[src/inc/ecl_pkg.sv]
// package: configuration image layout, field positions and reset values
package ecl_pkg;

	// ==========================================================
	// image byte addresses
	localparam logic [8:0] ADR_SIG      = 9'h000;
	localparam logic [8:0] ADR_MAC_LO   = 9'h001;
	localparam logic [8:0] ADR_MAC_HI   = 9'h006;
	localparam logic [8:0] ADR_FS_POLL  = 9'h007;
	localparam logic [8:0] ADR_HS_POLL  = 9'h008;
	localparam logic [8:0] ADR_FLAGS    = 9'h009;
	localparam logic [8:0] ADR_LANG_LO  = 9'h00a;
	localparam logic [8:0] ADR_LANG_HI  = 9'h00b;
	localparam logic [8:0] ADR_STR_LO   = 9'h00c;
	localparam logic [8:0] ADR_STR_HI   = 9'h015;
	localparam logic [8:0] ADR_DSC_LO   = 9'h016;
	localparam logic [8:0] ADR_DSC_HI   = 9'h01d;
	localparam logic [8:0] ADR_WAKE_LO  = 9'h01e;
	localparam logic [8:0] ADR_WAKE_HI  = 9'h01f;
	localparam logic [8:0] ADR_PME      = 9'h020;

	localparam logic [7:0] IMAGE_SIGNATURE = 8'ha5;

	// ==========================================================
	// configuration flags byte fields
	localparam int FLG_POWER_BIT  = 0;
	localparam int FLG_LED_BIT    = 1;
	localparam int FLG_WAKEUP_BIT = 2;
	localparam int FLG_BOOST_LSB  = 4;

	// ==========================================================
	// descriptor layout and fixed overrides
	localparam int         DSC_COUNT     = 4;
	localparam int         STR_COUNT     = 5;
	localparam logic [4:0] DSC_MAX_BYTES = 5'd18;
	localparam logic [4:0] DSC_IDX_LEN   = 5'd0;
	localparam logic [4:0] DSC_IDX_TYPE  = 5'd1;
	localparam logic [4:0] CFG_IDX_ATTR  = 5'd7;
	localparam int         ATTR_SELF_BIT = 6;
	localparam int         ATTR_WAKE_BIT = 5;
	localparam logic [7:0] DEV_DSC_LEN   = 8'h12;
	localparam logic [7:0] DEV_DSC_TYPE  = 8'h01;
	localparam logic [7:0] CFG_DSC_TYPE  = 8'h02;

	// descriptor slots: hs device, hs config, fs device, fs config
	localparam logic [2:0] SLOT_HS_DEV = 3'd0;
	localparam logic [2:0] SLOT_HS_CFG = 3'd1;
	localparam logic [2:0] SLOT_FS_CFG = 3'd3;

	// ==========================================================
	// reset values used while no valid image is present
	localparam logic [47:0] RST_MAC       = 48'h0;
	localparam logic [7:0]  RST_FS_POLL   = 8'h01;
	localparam logic [7:0]  RST_HS_POLL   = 8'h04;
	localparam logic [15:0] RST_LANG_ID   = 16'h0409;
	localparam logic [10:0] RST_GPIO_WAKE = 11'h000;
	localparam logic [7:0]  RST_PME_FLAGS = 8'h00;
	localparam logic [1:0]  RST_BOOST     = 2'h0;

	typedef enum logic [2:0] {
		ST_BOOT,
		ST_HDR_REQ,
		ST_HDR_WAIT,
		ST_DSC_NEXT,
		ST_DSC_REQ,
		ST_DSC_WAIT,
		ST_DONE
	} ecl_state_t;

endpackage

[src/inc/ecl_fetch_if.sv]
// interface: one-byte read request between loader and fetcher
interface ecl_fetch_if;
	logic       req;
	logic [8:0] addr;
	logic       done;
	logic [7:0] data;

	modport loader (
		output req,
		output addr,
		input  done,
		input  data
	);

	modport fetcher (
		input  req,
		input  addr,
		output done,
		output data
	);
endinterface

[src/rtl/ecl_byte_fetch.sv]
// module: single-byte read handshake towards the eeprom serial engine
module ecl_byte_fetch (
	input  wire logic       ref_clk,
	input  wire logic       rst,
	input  wire logic       eeprom_size_strap,
	output logic            ee_rd_req,
	output logic [8:0]      ee_rd_addr,
	input  wire logic       ee_rd_valid,
	input  wire logic [7:0] ee_rd_data,
	ecl_fetch_if.fetcher    f
);

	logic size_q;
	logic strap_taken_q;

	// ==========================================================
	// size strap, caught once after reset release
	always_ff @(posedge ref_clk or posedge rst) begin
		if (rst) begin
			size_q        <= 1'b0;
			strap_taken_q <= 1'b0;
		end else if (!strap_taken_q) begin
			size_q        <= eeprom_size_strap;
			strap_taken_q <= 1'b1;
		end
	end

	// ==========================================================
	// request held until the serial engine answers
	always_ff @(posedge ref_clk or posedge rst) begin
		if (rst) begin
			ee_rd_req  <= 1'b0;
			ee_rd_addr <= 9'h000;
		end else if (f.req) begin
			ee_rd_req  <= 1'b1;
			// seven or nine address bits
			ee_rd_addr <= size_q ? f.addr : {2'b00, f.addr[6:0]};
		end else if (ee_rd_valid) begin
			ee_rd_req  <= 1'b0;
		end
	end

	always_ff @(posedge ref_clk or posedge rst) begin
		if (rst) begin
			f.done <= 1'b0;
			f.data <= 8'h00;
		end else begin
			f.done <= ee_rd_req && ee_rd_valid;
			if (ee_rd_req && ee_rd_valid)
				f.data <= ee_rd_data;
		end
	end

endmodule

[src/rtl/ecl_image_loader.sv]
// module: power-up configuration image loader
// Operation
// image valid only with signature at byte 0; address bytes 1-6 low first
// full-speed poll interval from 07h, high-speed from 08h
// language id low byte 0Ah, high byte 0Bh
// five string length/word-offset pairs at 0Ch-15h, length first
// high-speed device and config descriptor pairs at 16h-19h
// full-speed device and config descriptor pairs at 1Ah-1Dh
// enhanced only: eleven-bit gpio wake enables from 1Eh/1Fh
// enhanced only: gpio wake-signalling flags byte from 20h
// device descriptor type always reads as one
// device descriptor length always reads as eighteen
// configuration descriptor type always reads as two
// programmer must store bcdUSB 0200h, packet size 40h, one configuration
// bytes past 1Dh (base) or 20h (enhanced) are never read; the loader still reads descriptor bytes past them at their word offsets
// valid image flags byte overrides wakeup and power straps
// loaded configuration descriptor attributes override flags and straps
// flags bit 2 set advertises remote wakeup
// flags bit 0 clear is bus powered, set is self powered
// enhanced: flags bits 5:4 load phy output boost
// enhanced: flags bit 1 loads led function select
// offsets are word offsets; zero length means use hardware default
// load after reset; host transactions refused until load ends
// seven address bits for small part, nine for large part
module ecl_image_loader #(
	parameter bit ENHANCED = 1'b1
) (
	input  wire logic              ref_clk,
	input  wire logic              rst,
	input  wire logic              eeprom_size_strap,
	input  wire logic              remote_wakeup_strap,
	input  wire logic              power_source_strap,
	output logic                   ee_rd_req,
	output logic [8:0]             ee_rd_addr,
	input  wire logic              ee_rd_valid,
	input  wire logic [7:0]        ee_rd_data,
	output logic                   load_done,
	output logic                   usb_accept,
	output logic                   image_valid,
	output logic [47:0]            mac_addr,
	output logic [7:0]             fs_poll_interval,
	output logic [7:0]             hs_poll_interval,
	output logic [15:0]            usb_lang_id,
	output logic [4:0][7:0]        str_len,
	output logic [4:0][7:0]        str_word_off,
	output logic [3:0][7:0]        desc_len,
	output logic [3:0][7:0]        desc_word_off,
	output logic [3:0]             desc_present,
	output logic [10:0]            gpio_wake_enable_bits,
	output logic [7:0]             gpio_pme_flags,
	output logic [1:0]             phy_output_boost,
	output logic                   led_function_select,
	output logic                   remote_wakeup_en,
	output logic                   self_powered,
	input  wire logic [1:0]        desc_rd_sel,
	input  wire logic [4:0]        desc_rd_idx,
	output logic [7:0]             desc_rd_data
);

	// ==========================================================
	// helpers
	function automatic logic [6:0] mem_index(input logic [1:0] sel, input logic [4:0] idx);
		mem_index = 7'(sel) * 7'(ecl_pkg::DSC_MAX_BYTES) + 7'(idx);
	endfunction

	// fixed fields are patched on the way out so stored junk never leaks
	function automatic logic [7:0] desc_patch(input logic [1:0] sel, input logic [4:0] idx,
	                                          input logic [7:0] raw);
		if (idx >= ecl_pkg::DSC_MAX_BYTES)
			desc_patch = 8'h00;
		// device length forced
		else if (!sel[0] && idx == ecl_pkg::DSC_IDX_LEN)
			desc_patch = ecl_pkg::DEV_DSC_LEN;
		// device type forced
		else if (!sel[0] && idx == ecl_pkg::DSC_IDX_TYPE)
			desc_patch = ecl_pkg::DEV_DSC_TYPE;
		// config type forced
		else if (sel[0] && idx == ecl_pkg::DSC_IDX_TYPE)
			desc_patch = ecl_pkg::CFG_DSC_TYPE;
		else
			desc_patch = raw;
	endfunction

	// ==========================================================
	// fetcher
	ecl_fetch_if f ();

	ecl_byte_fetch u_fetch (
		.ref_clk           (ref_clk),
		.rst               (rst),
		.eeprom_size_strap (eeprom_size_strap),
		.ee_rd_req         (ee_rd_req),
		.ee_rd_addr        (ee_rd_addr),
		.ee_rd_valid       (ee_rd_valid),
		.ee_rd_data        (ee_rd_data),
		.f                 (f)
	);

	// ==========================================================
	// sequencer state
	ecl_pkg::ecl_state_t state_q;
	logic [8:0]          addr_q;
	logic [2:0]          slot_q;
	logic [4:0]          didx_q;
	logic [4:0]          dlast_q;
	logic [7:0]          flags_q;
	logic [7:0]          dmem [0:71];
	logic [8:0]          last_addr;
	logic [7:0]          slot_len;
	logic                sig_ok;

	// header stops at the variant's last byte
	assign last_addr = ENHANCED ? ecl_pkg::ADR_PME : ecl_pkg::ADR_DSC_HI;
	assign slot_len  = desc_len[slot_q[1:0]];
	assign sig_ok    = f.data == ecl_pkg::IMAGE_SIGNATURE;

	always_ff @(posedge ref_clk or posedge rst) begin
		if (rst) begin
			f.req <= 1'b0;
			f.addr <= 9'h000;
		end else begin
			f.req <= (state_q == ecl_pkg::ST_HDR_REQ) || (state_q == ecl_pkg::ST_DSC_REQ);
			f.addr <= addr_q;
		end
	end

	// ==========================================================
	// load sequence
	// runs once after reset release
	always_ff @(posedge ref_clk or posedge rst) begin
		if (rst) begin
			state_q <= ecl_pkg::ST_BOOT;
			addr_q  <= 9'h000;
			slot_q  <= 3'd0;
			didx_q  <= 5'd0;
			dlast_q <= 5'd0;
		end else begin
			case (state_q)
				ecl_pkg::ST_BOOT: begin
					addr_q  <= ecl_pkg::ADR_SIG;
					state_q <= ecl_pkg::ST_HDR_REQ;
				end
				ecl_pkg::ST_HDR_REQ: begin
					state_q <= ecl_pkg::ST_HDR_WAIT;
				end
				ecl_pkg::ST_HDR_WAIT: begin
					if (f.done) begin
						// bad signature ends the load at once
						if (addr_q == ecl_pkg::ADR_SIG && !sig_ok) begin
							state_q <= ecl_pkg::ST_DONE;
						end else if (addr_q == last_addr) begin
							slot_q  <= 3'd0;
							state_q <= ecl_pkg::ST_DSC_NEXT;
						end else begin
							addr_q  <= addr_q + 9'd1;
							state_q <= ecl_pkg::ST_HDR_REQ;
						end
					end
				end
				ecl_pkg::ST_DSC_NEXT: begin
					if (slot_q == 3'(ecl_pkg::DSC_COUNT)) begin
						state_q <= ecl_pkg::ST_DONE;
					// zero length leaves the slot at its default
					end else if (slot_len == 8'h00) begin
						slot_q <= slot_q + 3'd1;
					end else begin
						// word offset to byte address
						addr_q  <= {desc_word_off[slot_q[1:0]], 1'b0};
						didx_q  <= 5'd0;
						dlast_q <= (slot_len > 8'(ecl_pkg::DSC_MAX_BYTES)) ?
						           ecl_pkg::DSC_MAX_BYTES - 5'd1 : slot_len[4:0] - 5'd1;
						state_q <= ecl_pkg::ST_DSC_REQ;
					end
				end
				ecl_pkg::ST_DSC_REQ: begin
					state_q <= ecl_pkg::ST_DSC_WAIT;
				end
				ecl_pkg::ST_DSC_WAIT: begin
					if (f.done) begin
						if (didx_q == dlast_q) begin
							slot_q  <= slot_q + 3'd1;
							state_q <= ecl_pkg::ST_DSC_NEXT;
						end else begin
							didx_q  <= didx_q + 5'd1;
							addr_q  <= addr_q + 9'd1;
							state_q <= ecl_pkg::ST_DSC_REQ;
						end
					end
				end
				ecl_pkg::ST_DONE: begin
					state_q <= ecl_pkg::ST_DONE;
				end
				default: begin
					state_q <= ecl_pkg::ST_DONE;
				end
			endcase
		end
	end

	// ==========================================================
	// completion and host gating
	always_ff @(posedge ref_clk or posedge rst) begin
		if (rst) begin
			load_done  <= 1'b0;
			usb_accept <= 1'b0;
		end else begin
			load_done  <= state_q == ecl_pkg::ST_DONE;
			// host transactions refused while loading
			usb_accept <= state_q == ecl_pkg::ST_DONE;
		end
	end

	// ==========================================================
	// header field capture
	logic hdr_byte;
	assign hdr_byte = (state_q == ecl_pkg::ST_HDR_WAIT) && f.done;

	always_ff @(posedge ref_clk or posedge rst) begin
		if (rst) begin
			image_valid      <= 1'b0;
			mac_addr         <= ecl_pkg::RST_MAC;
			fs_poll_interval <= ecl_pkg::RST_FS_POLL;
			hs_poll_interval <= ecl_pkg::RST_HS_POLL;
			usb_lang_id      <= ecl_pkg::RST_LANG_ID;
			flags_q          <= 8'h00;
		end else if (hdr_byte) begin
			// signature check and station address
			if (addr_q == ecl_pkg::ADR_SIG)
				image_valid <= sig_ok;
			if (addr_q >= ecl_pkg::ADR_MAC_LO && addr_q <= ecl_pkg::ADR_MAC_HI)
				mac_addr[8 * (addr_q[2:0] - 3'd1) +: 8] <= f.data;
			// polling intervals
			if (addr_q == ecl_pkg::ADR_FS_POLL)
				fs_poll_interval <= f.data;
			if (addr_q == ecl_pkg::ADR_HS_POLL)
				hs_poll_interval <= f.data;
			if (addr_q == ecl_pkg::ADR_FLAGS)
				flags_q <= f.data;
			// language id halves
			if (addr_q == ecl_pkg::ADR_LANG_LO)
				usb_lang_id[7:0] <= f.data;
			if (addr_q == ecl_pkg::ADR_LANG_HI)
				usb_lang_id[15:8] <= f.data;
		end
	end

	// string and descriptor pairs: even address is length, odd is offset
	always_ff @(posedge ref_clk or posedge rst) begin
		if (rst) begin
			str_len       <= '0;
			str_word_off  <= '0;
			desc_len      <= '0;
			desc_word_off <= '0;
		end else if (hdr_byte) begin
			// string pairs, length first
			if (addr_q >= ecl_pkg::ADR_STR_LO && addr_q <= ecl_pkg::ADR_STR_HI) begin
				if (!addr_q[0])
					str_len[3'((addr_q - ecl_pkg::ADR_STR_LO) >> 1)] <= f.data;
				else
					str_word_off[3'((addr_q - ecl_pkg::ADR_STR_LO) >> 1)] <= f.data;
			end
			// descriptor pairs, high-speed then full-speed
			if (addr_q >= ecl_pkg::ADR_DSC_LO && addr_q <= ecl_pkg::ADR_DSC_HI) begin
				if (!addr_q[0])
					desc_len[2'((addr_q - ecl_pkg::ADR_DSC_LO) >> 1)] <= f.data;
				else
					desc_word_off[2'((addr_q - ecl_pkg::ADR_DSC_LO) >> 1)] <= f.data;
			end
		end
	end

	// enhanced-only bytes; base variant's header walk never fetches them
	always_ff @(posedge ref_clk or posedge rst) begin
		if (rst) begin
			gpio_wake_enable_bits <= ecl_pkg::RST_GPIO_WAKE;
			gpio_pme_flags        <= ecl_pkg::RST_PME_FLAGS;
		end else if (hdr_byte && ENHANCED) begin
			// eleven wake enable bits
			if (addr_q == ecl_pkg::ADR_WAKE_LO)
				gpio_wake_enable_bits[7:0] <= f.data;
			if (addr_q == ecl_pkg::ADR_WAKE_HI)
				gpio_wake_enable_bits[10:8] <= f.data[2:0];
			// wake-signalling flags byte
			if (addr_q == ecl_pkg::ADR_PME)
				gpio_pme_flags <= f.data;
		end
	end

	// ==========================================================
	// descriptor store
	always_ff @(posedge ref_clk) begin
		if (state_q == ecl_pkg::ST_DSC_WAIT && f.done)
			dmem[mem_index(slot_q[1:0], didx_q)] <= f.data;
	end

	always_ff @(posedge ref_clk or posedge rst) begin
		if (rst) begin
			desc_present <= 4'h0;
		end else if (state_q == ecl_pkg::ST_DSC_WAIT && f.done && didx_q == dlast_q) begin
			desc_present[slot_q[1:0]] <= 1'b1;
		end
	end

	// read port, one cycle latency; empty slots read zero
	always_ff @(posedge ref_clk or posedge rst) begin
		if (rst)
			desc_rd_data <= 8'h00;
		else if (!desc_present[desc_rd_sel] || desc_rd_idx >= ecl_pkg::DSC_MAX_BYTES)
			desc_rd_data <= 8'h00;
		else
			desc_rd_data <= desc_patch(desc_rd_sel, desc_rd_idx,
			                           dmem[mem_index(desc_rd_sel, desc_rd_idx)]);
	end

	// ==========================================================
	// power, wakeup and phy options
	logic [7:0] cfg_attr;
	logic       cfg_loaded;

	assign cfg_loaded = desc_present[ecl_pkg::SLOT_HS_CFG[1:0]] ||
	                    desc_present[ecl_pkg::SLOT_FS_CFG[1:0]];
	// the attribute byte is only read once loading is over, so the store is settled
	assign cfg_attr   = desc_present[ecl_pkg::SLOT_HS_CFG[1:0]] ?
	                    dmem[mem_index(ecl_pkg::SLOT_HS_CFG[1:0], ecl_pkg::CFG_IDX_ATTR)] :
	                    dmem[mem_index(ecl_pkg::SLOT_FS_CFG[1:0], ecl_pkg::CFG_IDX_ATTR)];

	always_ff @(posedge ref_clk or posedge rst) begin
		if (rst) begin
			remote_wakeup_en <= 1'b0;
			self_powered     <= 1'b0;
		end else if (load_done && cfg_loaded) begin
			// descriptor attributes win
			remote_wakeup_en <= cfg_attr[ecl_pkg::ATTR_WAKE_BIT];
			self_powered     <= cfg_attr[ecl_pkg::ATTR_SELF_BIT];
		end else if (load_done && image_valid) begin
			// flags byte over straps
			remote_wakeup_en <= flags_q[ecl_pkg::FLG_WAKEUP_BIT];
			self_powered     <= flags_q[ecl_pkg::FLG_POWER_BIT];
		end else begin
			remote_wakeup_en <= remote_wakeup_strap;
			self_powered     <= power_source_strap;
		end
	end

	always_ff @(posedge ref_clk or posedge rst) begin
		if (rst) begin
			phy_output_boost    <= ecl_pkg::RST_BOOST;
			led_function_select <= 1'b0;
		end else if (ENHANCED && load_done && image_valid) begin
			// boost field
			phy_output_boost    <= flags_q[ecl_pkg::FLG_BOOST_LSB +: 2];
			// led select
			led_function_select <= flags_q[ecl_pkg::FLG_LED_BIT];
		end
	end

endmodule

[config.mk]
export PLATFORM = sky130hd
export DESIGN_NAME = ecl_image_loader
export DESIGN_NICKNAME = d
export VERILOG_FILES = /design/src/inc/ecl_pkg.sv /design/src/inc/ecl_fetch_if.sv /design/src/rtl/ecl_byte_fetch.sv /design/src/rtl/ecl_image_loader.sv
export SDC_FILE = /design/constraint.sdc
export NUM_CORES = 1
export LEC_CHECK = 0
export BUFFER_PORTS_ARGS = -buffer_cell sky130_fd_sc_hd__buf_2
export CELL_PAD_IN_SITES_DETAIL_PLACEMENT = 0
export CELL_PAD_IN_SITES_GLOBAL_PLACEMENT = 1
export CORE_MARGIN = 4
export CORE_UTILIZATION = 24
export DETAILED_ROUTE_END_ITERATION = 16
export PLACE_DENSITY_LB_ADDON = 0.1
export SYNTH_ARGS = -nofsm -noshare
export SYNTH_HDL_FRONTEND = slang
export SYNTH_SLANG_ARGS = --single-unit
export TNS_END_PERCENT = 1
[constraint.sdc]
create_clock -name ref_clk -period 24.3 [get_ports ref_clk]
set_input_delay 2.43 -clock ref_clk [delete_from_list [all_inputs] [get_ports ref_clk]]
set_output_delay 2.43 -clock ref_clk [all_outputs]
set_load 0.05 [all_outputs]
# Word level (Yosys, flattened, before mapping)

Memories as Yosys holds them, arrays and structs flattened.
Index checks and enable logic that the tools add are counted.

$mul: 2
Add/subtract/negate cells: 10
Equality and inequality tests: 29
Bitwise logic cells: 4
Multiplexer cells: 62
Shift operators: 2
$lt $le $gt $ge: 15
Div/mod/pow operators: 0
Reduce and logical (&&, ||, !) cells: 49

Operator list:

| operator                  | number |
|---|---|
| $bwmux W40                | 2 |
| $mux W8                   | 9 |
| $mux W9                   | 8 |
| $bwmux W32                | 2 |
| $bwmux W48                | 1 |
| $shift A8 B34 Y48 const A | 1 |
| $shiftx A8 B34 Y48        | 1 |
| $mux W3                   | 13 |
| $eq A9 B4 Y1 const B      | 4 |
| $pmux W9 S4               | 1 |
| $neg A32 Y34              | 1 |
| $bmux W8 S2               | 2 |
| $mux W5                   | 5 |
| $demux W8 S3              | 1 |
| $reduce_and A2 Y1         | 10 |
| $eq A9 B5 Y1 const B      | 2 |
| $le A9 B5 Y1 const B      | 2 |
| $pmux W3 S6               | 1 |
| $reduce_and A3 Y1         | 6 |
| $demux W8 S2              | 1 |
| $logic_and A1 B1 Y1       | 16 |
| $reduce_and A8 Y1         | 2 |
| $add A7 B5 Y7             | 2 |
| $ne A2 B2 Y1 const B      | 7 |
| other kinds (47)          | 73 |

Input bits: 21
Word-level logic and storage cells: 222
Register bits: 324
Output and inout bits: 273
Memories kept: 1
Bits in writable memories: 576
Bits in read-only memories: 0
Latch bits: 0

Memories:

| name | depth | bits a word | read ports | clocked after memory_dff | wr ports | RTL line                | RTL |
|---|---|---|---|---|---|---|---|
| dmem | 72    | 8           | 3          | 0                        | 1        | ecl_image_loader.sv:107 | `logic [7:0] dmem [0:71];` |

# Longest topological paths before layout

Gate-level depths: netlist (run 1).
An unclocked memory read counts as a cell.

Depth after elaboration: 8
Gate-level depth with buffers: 14
Depth with buffers taken out: 12

# Cells and area by module

From an unflattened synthesis (run 1), not the netlist that was laid out.

Cells, all modules: 2,243
Area, all modules: 36,777.8 µm²

By module, submodules not included:

| module           | cells an instance | sequential area each (µm²) | times used | area an instance (µm²) |
|---|---|---|---|---|
| ecl_image_loader | 2,193             | 24,860.1                   | 1          | 35,999.5 |
| ecl_byte_fetch   | 50                | 525.5                      | 1          | 778.2 |

# Worst setup path after synthesis (run 1)

No wires, ideal clock.

Path kind: input-to-reg
Start point: input desc_rd_sel[0]
End point: register desc_rd_data[5]
Data arrival time: 4.833 ns
Required time: 24.176 ns
Stages: 9
Library setup time: 0.124 ns
Slack: 19.344 ns
Buffers on the path: 1
Cells stage by stage: ha_1 -> fa_1 -> buf_4 -> a31oi_1 -> xor2_1 -> mux4_2 -> nor3_1 -> nor3_1 -> o31a_1

Cells in the longest elaborated chain, start to end: 8
Elaborated cells between the ends (all ways): 16
Classes of those cells: add/sub (1); mul (1); mux (7); reduce/logical (6); memory (1)

RTL lines:

| item                   | RTL line                | RTL |
|---|---|---|
| start: declaration     | ecl_image_loader.sv:55  | `input wire logic [1:0] desc_rd_sel,` |
| $mul A2 B4 Y6          | ecl_image_loader.sv:63  | `mem_index = 7'(sel) * 7'(ecl_pkg::DSC_MAX_BYTES) + 7'(idx);` |
| $add A7 B5 Y7          | ecl_image_loader.sv:63  |  |
| $mem_v2 Z72 W8         | n/a                     |  |
| $mux W8                | ecl_image_loader.sv:78  | `else if (sel[0] && idx == ecl_pkg::DSC_IDX_TYPE)` |
| $mux W8                | ecl_image_loader.sv:75  | `else if (!sel[0] && idx == ecl_pkg::DSC_IDX_TYPE)` |
| $mux W8                | ecl_image_loader.sv:72  | `else if (!sel[0] && idx == ecl_pkg::DSC_IDX_LEN)` |
| $mux W8                | ecl_image_loader.sv:69  | `if (idx >= ecl_pkg::DSC_MAX_BYTES)` |
| $mux W8 (*)            | ecl_image_loader.sv:308 | `else if (!desc_present[desc_rd_sel] \|\| desc_rd_idx >= ecl_pkg::DSC_MAX_BYTES)` |
| end signal: assignment | ecl_image_loader.sv:311 | `desc_rd_data <= desc_patch(desc_rd_sel, desc_rd_idx,` |
| end: declaration       | ecl_image_loader.sv:57  | `output logic [7:0] desc_rd_data` |

Mark *: on every way between the ends. The rest lies on a longest branch, timed or not. The select of a mux whose other input is x is not followed.
A chain may end at the register's enable or synchronous reset.

# Final worst setup path (run 1)

Start point: input desc_rd_idx[0]
End point: register desc_rd_data[0]

Cells in the longest elaborated chain, start to end: 7
Elaborated cells between the ends (all ways): 14
Classes of those cells: add/sub (1); order compare (1); eq/ne (1); mux (5); reduce/logical (5); memory (1)

RTL lines:

| item                                                  | RTL line                                                               | RTL |
|---|---|---|
| start: declaration                                    | ecl_image_loader.sv:56                                                 | `input wire logic [4:0] desc_rd_idx,` |
| $add A7 B5 Y7 or $eq A5 B1 Y1 (tied branches)         | ecl_image_loader.sv:63, ecl_image_loader.sv:75, ecl_image_loader.sv:78 |  |
| $mem_v2 Z72 W8 or $logic_and A1 B1 Y1 (tied branches) | n/a                                                                    |  |
| $mux W8                                               | ecl_image_loader.sv:78                                                 |  |
| $mux W8                                               | ecl_image_loader.sv:75                                                 |  |
| $mux W8                                               | ecl_image_loader.sv:72                                                 |  |
| $mux W8                                               | ecl_image_loader.sv:69                                                 |  |
| $mux W8 (*)                                           | ecl_image_loader.sv:308                                                |  |

Mark *: on every way between the ends. The rest lies on a longest branch, timed or not.

==> results.yml, run 1 <==
worst_setup_path:
  r2r_end: "mac_addr[9]"
  crit_end: "desc_rd_data[0]"
  rr_startpoint: "addr_q[0]"
  worstPathMaxFanout: 71
  reg2reg_setup_slack_ps: 19390
  critPathArrivalTime_ps: 6490
  required_ps: 24950
  startpoint: "desc_rd_idx[0]"
  r2r_cells: 7
  critPathCaptureType: "register"
  start_kind: "input pin"
  critPathKind: "in -> reg"
sta:
  min_period_over_period_pct: 24.0
  finalClockSkew_ps: 50.8
  period_minus_slack_ps: 5840
  hold_ws_ps: 477
  final_max_slew_viol_count: 0
  fmax_mhz: 171
  setup_viol_count_final: 0
  relSlewSlack_pct: 19.5
  rsz0062_at_grt: "false"
  fin_setup_tns_ps: 0
  worst_pin_slew_ps: 1200
  hold_viol: 0
global_route:
  grtUsageTotal_pct: 14.9
  antenna_found_initial: 12
  grt_pass1_vias: 22200
  grt_max_degree: 166
  overflow: 0
  grt_pass1_wl_mm: 170
clocking:
  cts.sinks: 899
  holdBufCountCts: 0
  path_clk_slew_ps: 50
  clockBufferDepth: 3
  htreeDepth: 3
  clk_latency_ps: 730
  post_cts_buffers: 0
  cts_resized: 0
  cts_root_buf: "clkbuf_16"
  cts_buffers: 108
  tritoncts: "yes"
cells_and_area:
  stdcell_area_um2: 44000
  area_delta_synth_final_pct: 19.7
  drive_above_1_share_pct: 36.1
  nets: 2530
  final_cell_mix: "576 x edfxtp_1, 310 x dfrtp_1, 294 x buf_2"
  layout_commonest_cell: "edfxtp_1"
drt:
  drt_iter0_markers: 1240
  drc: 0
  antenna_left: 0
  dr.pass1.iters: 5
  wl_per_cell_um: 25.9
  vias: 20600
  viasPerCell: 4.46
  finalWirelength_mm: 119
pwr:
  max-vdd-ir-drop_v: 0.0000533
  p_leak_nw: 17.1
  cellPowerDensity_nw_per_um2: 93.7
floorplanning:
  num_rows: 143
  die-area_um2: 159000
  num_io_pins: 294
  die_y_um: 399
  die_x_um: 399
  coreArea_um2: 152000
  start_util_pct: 24.2
synth:
  ys.flop_type: "edfxtp_1"
  ys_ff_latch: 899
  syn_area_per_cell_um2: 17.0
  synth_edf_count: 576
  synthCells: 2163
  ys_seq_area_share_pct: 69.1
  synthArstFlopShare_pct: 35.9
  synth_nets: 2211
  ys_warn_count: 0
  ys_types: 83
  syn_area_um2: 36700
hold_path:
  min_path_type: "reg -> reg"
run_status:
  status: "completed"
placed_design:
  gp_congestion: 0.740
  port_buffers: 293
  placed_cell_area_um2: 40500
  hpwl_mm: 78.7
flow_run:
  cap_viol_max_count: 0
## critical path: stages
cell and delay [ps]:
buf_8 640, buf_4 780, buf_4 770, mux4_2 350, nand2_1 70, nand3_1 170, o21ai_0 100, a221oi_1 760
a32o_1 240
## routing by layer
layer,GRT usage [%],up-vias,share of wire [%]
met5,0,-,0.046
met2,24.5,488,48
met1,18.8,10900,43
met4,4.62,8,2.7
met3,4.38,158,6.7
li1,-,9001,-
## kinds of logic (layout without fill, tap and decap cells)
group	Yosys count	in the layout	synth area share, %
muxes	441	441	18.3
other	1	6	0.0102
DFF	899	899	69.1
and+or+nand+nor	442	442	5.99
AOI/OAI and AO/OA	179	179	3.27
buffers and inverters	154	563	1.89
xor gates and xnor gates	20	20	0.497
adders and majority gates	27	27	0.960
## registers in the layout (all words and copies together), names as in the netlist, 4 cells and up
signal	flops
usb_lang_id	16
f.addr	9
desc_len	32
hs_poll_interval	8
mac_addr	48
desc_present	4
u_fetch.f.data	8
desc_rd_data	8
gpio_wake_enable_bits	11
str_len	40
fs_poll_interval	8
u_fetch.ee_rd_addr	9
str_word_off	40
desc_word_off	32
didx_q	5
flags_q	5
dmem	576
addr_q	9
dlast_q	5
gpio_pme_flags	8
## worst min-delay path by stage
stage	from	end	slack, ps	cells past startpoint
CTS	addr_q[8]	f.addr[8]	470	0
finish	f.addr[0]	u_fetch.ee_rd_addr[0]	480	1
global placement	addr_q[8]	f.addr[8]	430	0
global route	f.addr[1]	u_fetch.ee_rd_addr[1]	490	1
detailed placement	addr_q[8]	f.addr[8]	450	0
floorplan	addr_q[4]	f.addr[4]	350	0
## stage by stage
step | total power, mW | cells | setup slack [ps] | util [%]
after floorplan | 2.27 | 2163 | 12940 | -
after global placement | 2.58 | 4400 | 16880 | 26.6
after global routing | 4.32 | 4602 | 18190 | 28.9
after CTS | 4.21 | 4602 | 18320 | 28.9
after detailed placement | 2.60 | 4402 | 17530 | 26.6
final | 4.12 | 4607 | 18460 | 28.9
## area by class of cell
cell class | instances | area [µm²]
Tap cell | 2030 | 2540
Clock buffer | 153 | 3080
Fill cell | 15300 | 108000
Multi-Input combinational cell | 1110 | 10700
Inverter | 43 | 169
Sequential cell | 899 | 25400
Antenna cell | 5 | 12.5
Timing Repair Buffer | 320 | 1690
Clock inverter | 47 | 398
## cells in the mapped netlist (7+ instances only)
master     count  area [µm²]
a31oi_1       17         106
mux2i_1       40         400
a221oi_1      10        87.6
inv_1         40         150
clkbuf_1      64         240
dfrtp_1      318        7960
nor2_1       114         428
nor4_1         8        50.1
o21ai_0       37         185
a211oi_1      12        90.1
ha_1          25         313
buf_2         20         100
nand3_1       37         185
o22ai_1       14        87.6
mux2_2       240        2700
and3_1        12        75.1
nand4_1       11        68.8
nor3_1        21         105
a21oi_1       27         135
mux4_2       161        3630
a21o_1         9        67.6
nor2_2         7        43.8
edfxtp_1     576       17300
and2_1        13        81.3
o2bb2ai_1      7        61.3
nor2b_1       12        75.1
buf_4         20         150
xnor2_1       13         114
nand2_1      152         571
## power by group
part / internal (mW) / switching (mW) / total, mW
sequential: 1.81 / 0.152 / 1.96
combinational: 0.144 / 0.435 / 0.579
clock: 0.923 / 0.658 / 1.58
total: 2.88 / 1.24 / 4.12
(Power assumes the default switching activity.)
==> run 2, diff against run 1 <==
ABC_AREA = 1   (was not set)
clock period = 5.4 ns   (was 24.3 ns; I/O delays follow)
==> run 2 against run 1 <==
Against the previous run:
- area after synthesis increased by 1.3%
- critical path depth increased by 3
- global-route usage increased by 1.8 points
- power increased to 4.8 times the previous value
- setup slack got worse by 17000 ps
- sequential share of layout area decreased by 1.2 points
- sequential power increased to 4.3 times the previous value
- die area increased by 1.3%
- combinational power increased to 6.2 times the previous value
==> results.yml, run 2 <==
synth:
  yosysMostFrequentCell: "nand2_1"
  synth_top_area_share_pct: 46.5
  syn_area_um2: 37200
  ys.flop_type: "edfxtp_1"
  synth.largest_area_cell: "edfxtp_1"
  syn_area_per_cell_um2: 10.6
  ys_seq_area_share_pct: 68.2
  synthArstFlopShare_pct: 35.9
  yosys-top-cells-area: "edfxtp_1 46%, dfrtp_1 21%, nand2_1 10%, nand3_1 5.5%, o21ai_0 4.6%"
  synth_nets: 3552
  ys_warn_count: 0
  synth_common_cells: "1007 x nand2_1, 576 x edfxtp_1, 411 x nand3_1, 345 x o21ai_0, 318 x dfrtp_1"
  synthCells: 3504
  ys_types: 52
  ys_ff_latch: 899
  synth_edf_count: 576
floorplanning:
  coreArea_um2: 154000
  start_util_pct: 24.2
  num_io_pins: 294
  die_x_um: 402
  die-area_um2: 161000
  die_y_um: 402
  num_rows: 144
worst_setup_path:
  critPathCaptureType: "register"
  worstPathMaxFanout: 14
  cpMaxStageDelayCell: "nor2_1"
  cp_common_cell: "nor2_1"
  start_kind: "register"
  required_ps: 5960
  slowest_delay_ps: 610
  critPathKind: "reg -> reg"
  crit_path_cell_trace: "nor2_1, inv_1, nor2_1, nor2_1, ha_1, nand4_1, nor4_1, o21bai_1, nor2_1, nand3_1, nand2_1, o21ai_0"
  critPathArrivalTime_ps: 4390
cells_and_area:
  area_delta_synth_final_pct: 20.8
  post-route-util_pct: 29.2
  stdcell_area_um2: 45000
  multi_input_area_um2: 10700
  final_cell_mix: "1007 x nand2_1, 576 x edfxtp_1, 411 x nand3_1"
  seqCellArea_um2: 25400
  largest_reg_flops: 576
  layout_commonest_cell: "nand2_1"
  nets: 3831
  fill_cells: 16100
  drive_above_1_share_pct: 15.1
sta:
  min_period_over_period_pct: 70.8
  fmax_mhz: 262
  relSlewSlack_pct: 17.6
  finalClockSkew_ps: 34.0
  hold_viol: 0
  rsz0062_at_grt: "false"
  setup_viol_count_final: 0
  final_max_slew_viol_count: 0
  fin_setup_tns_ps: 0
  fin_ws_ps: 1580
  hold_ws_ps: 75.1
  worst_pin_slew_ps: 1230
  period_minus_slack_ps: 3820
pwr:
  p_leak_nw: 18.0
  max-vdd-ir-drop_v: 0.000344
  cellPowerDensity_nw_per_um2: 438
global_route:
  top_usage_layer: "met2"
  grtUsageTotal_pct: 16.7
  grt_pass1_wl_mm: 200
  grt.met3_usage_pct: 4.54
  grt_max_degree: 141
  grt_pass1_vias: 27500
  antenna_found_initial: 11
  grtUsageMet2_pct: 27.0
  overflow: 0
  grt.met1_usage_pct: 21.8
placed_design:
  place_ws_ps: 1610
  gp_congestion: 0.752
  port_buffers: 293
  hpwl_mm: 86.5
  placed_cell_area_um2: 41100
clocking:
  cts_root_buf: "clkbuf_16"
  tritoncts: "yes"
  htreeDepth: 3
  cts_resized: 0
  post_cts_buffers: 0
  clk_latency_ps: 700
  cts_buffers: 108
  clockBufferDepth: 3
  path_clk_slew_ps: 60
  cts.sinks: 899
drt:
  drc: 0
  wl_per_cell_um: 23.1
  drt_iter0_markers: 1616
  viasPerCell: 4.45
  antenna_left: 0
  dr.pass1.iters: 5
  finalWirelength_mm: 137
  vias: 26400
hold_path:
  min_path_type: "in -> reg"
flow_run:
  cap_viol_max_count: 0
run_status:
  status: "completed"
[run 2: area by class of cell]
type	instances	area share (%)
Sequential cell	899	56.5
Antenna cell	5	0.0278
Multi-Input combinational cell	2291	23.7
Clock inverter	44	1.10
Timing Repair Buffer	355	4.62
Inverter	128	1.10
Clock buffer	161	7.25
Tap cell	2044	5.69
[run 2: repair_timing]
action / 4_1_cts / 5_1_grt
hold endpoints to repair: 34 / 0
endpoints found under the setup margin: 0 / 0
hold buffers: 9 / 0
[run 2: metrics by stage]
stage                     instances  total power [mW]
after floorplan                3504              10.3
after global placement         5708              12.4
after detailed placement       5708              12.4
after CTS                      5922              20.1
after global routing           5924              20.7
final                          5927              19.7
[run 2: metal layers]
layer | vias to the layer above | part of all wire (%)
met1 | 13000 | 45
met5 | - | 0.0051
li1 | 12700 | -
met4 | 2 | 2.8
met2 | 564 | 46
met3 | 174 | 6.3
[run 2: worst max-delay path, delay by kind of cell, from the launching register on]
kind | cells | cell delay (ps)
simple gates | 8 | 2200
fa+ha+maj | 1 | 580
flops | 1 | 530
compound gates | 2 | 240
buf+inv | 1 | 120
[run 2: logic make-up (layout without fill, tap and decap cells)]
group                    count (synthesis)  in the layout  share of synthesized area, %
multiplexers                             9              9                         0.269
adder cells (fa/ha/maj)                 27             27                         0.948
AO/OA/AOI/OAI                          532            532                          7.74
XOR/XNOR                                16             16                         0.376
AND/OR/NAND/NOR                       1706           1706                          19.2
flip-flops                             899            899                          68.2
buffers and inverters                  314            688                          3.29
other                                    1              6                        0.0101
[run 2: path summary, 6_finish.rpt]
path                       slack, ps  depth (start not counted)               from                 to
min                               80                          2  eeprom_size_strap     u_fetch.size_q
max                             1580                         12          addr_q[2]       mac_addr[36]
max reg2reg                     1580                         12          addr_q[2]       mac_addr[36]
max in group asynchronous       3550                          4                rst  u_fetch.f.data[3]
min in group asynchronous        490                          3                rst  desc_word_off[18]
min reg2reg                      440                          0          addr_q[5]          f.addr[5]
[run 2: report_power, final]
part           leakage [nW]  total (mW)  switching (mW)  internal, mW
logic                  6.52        3.57            2.92         0.644
clock network          1.85        7.63            3.00          4.63
registers              9.66        8.51           0.380          8.13
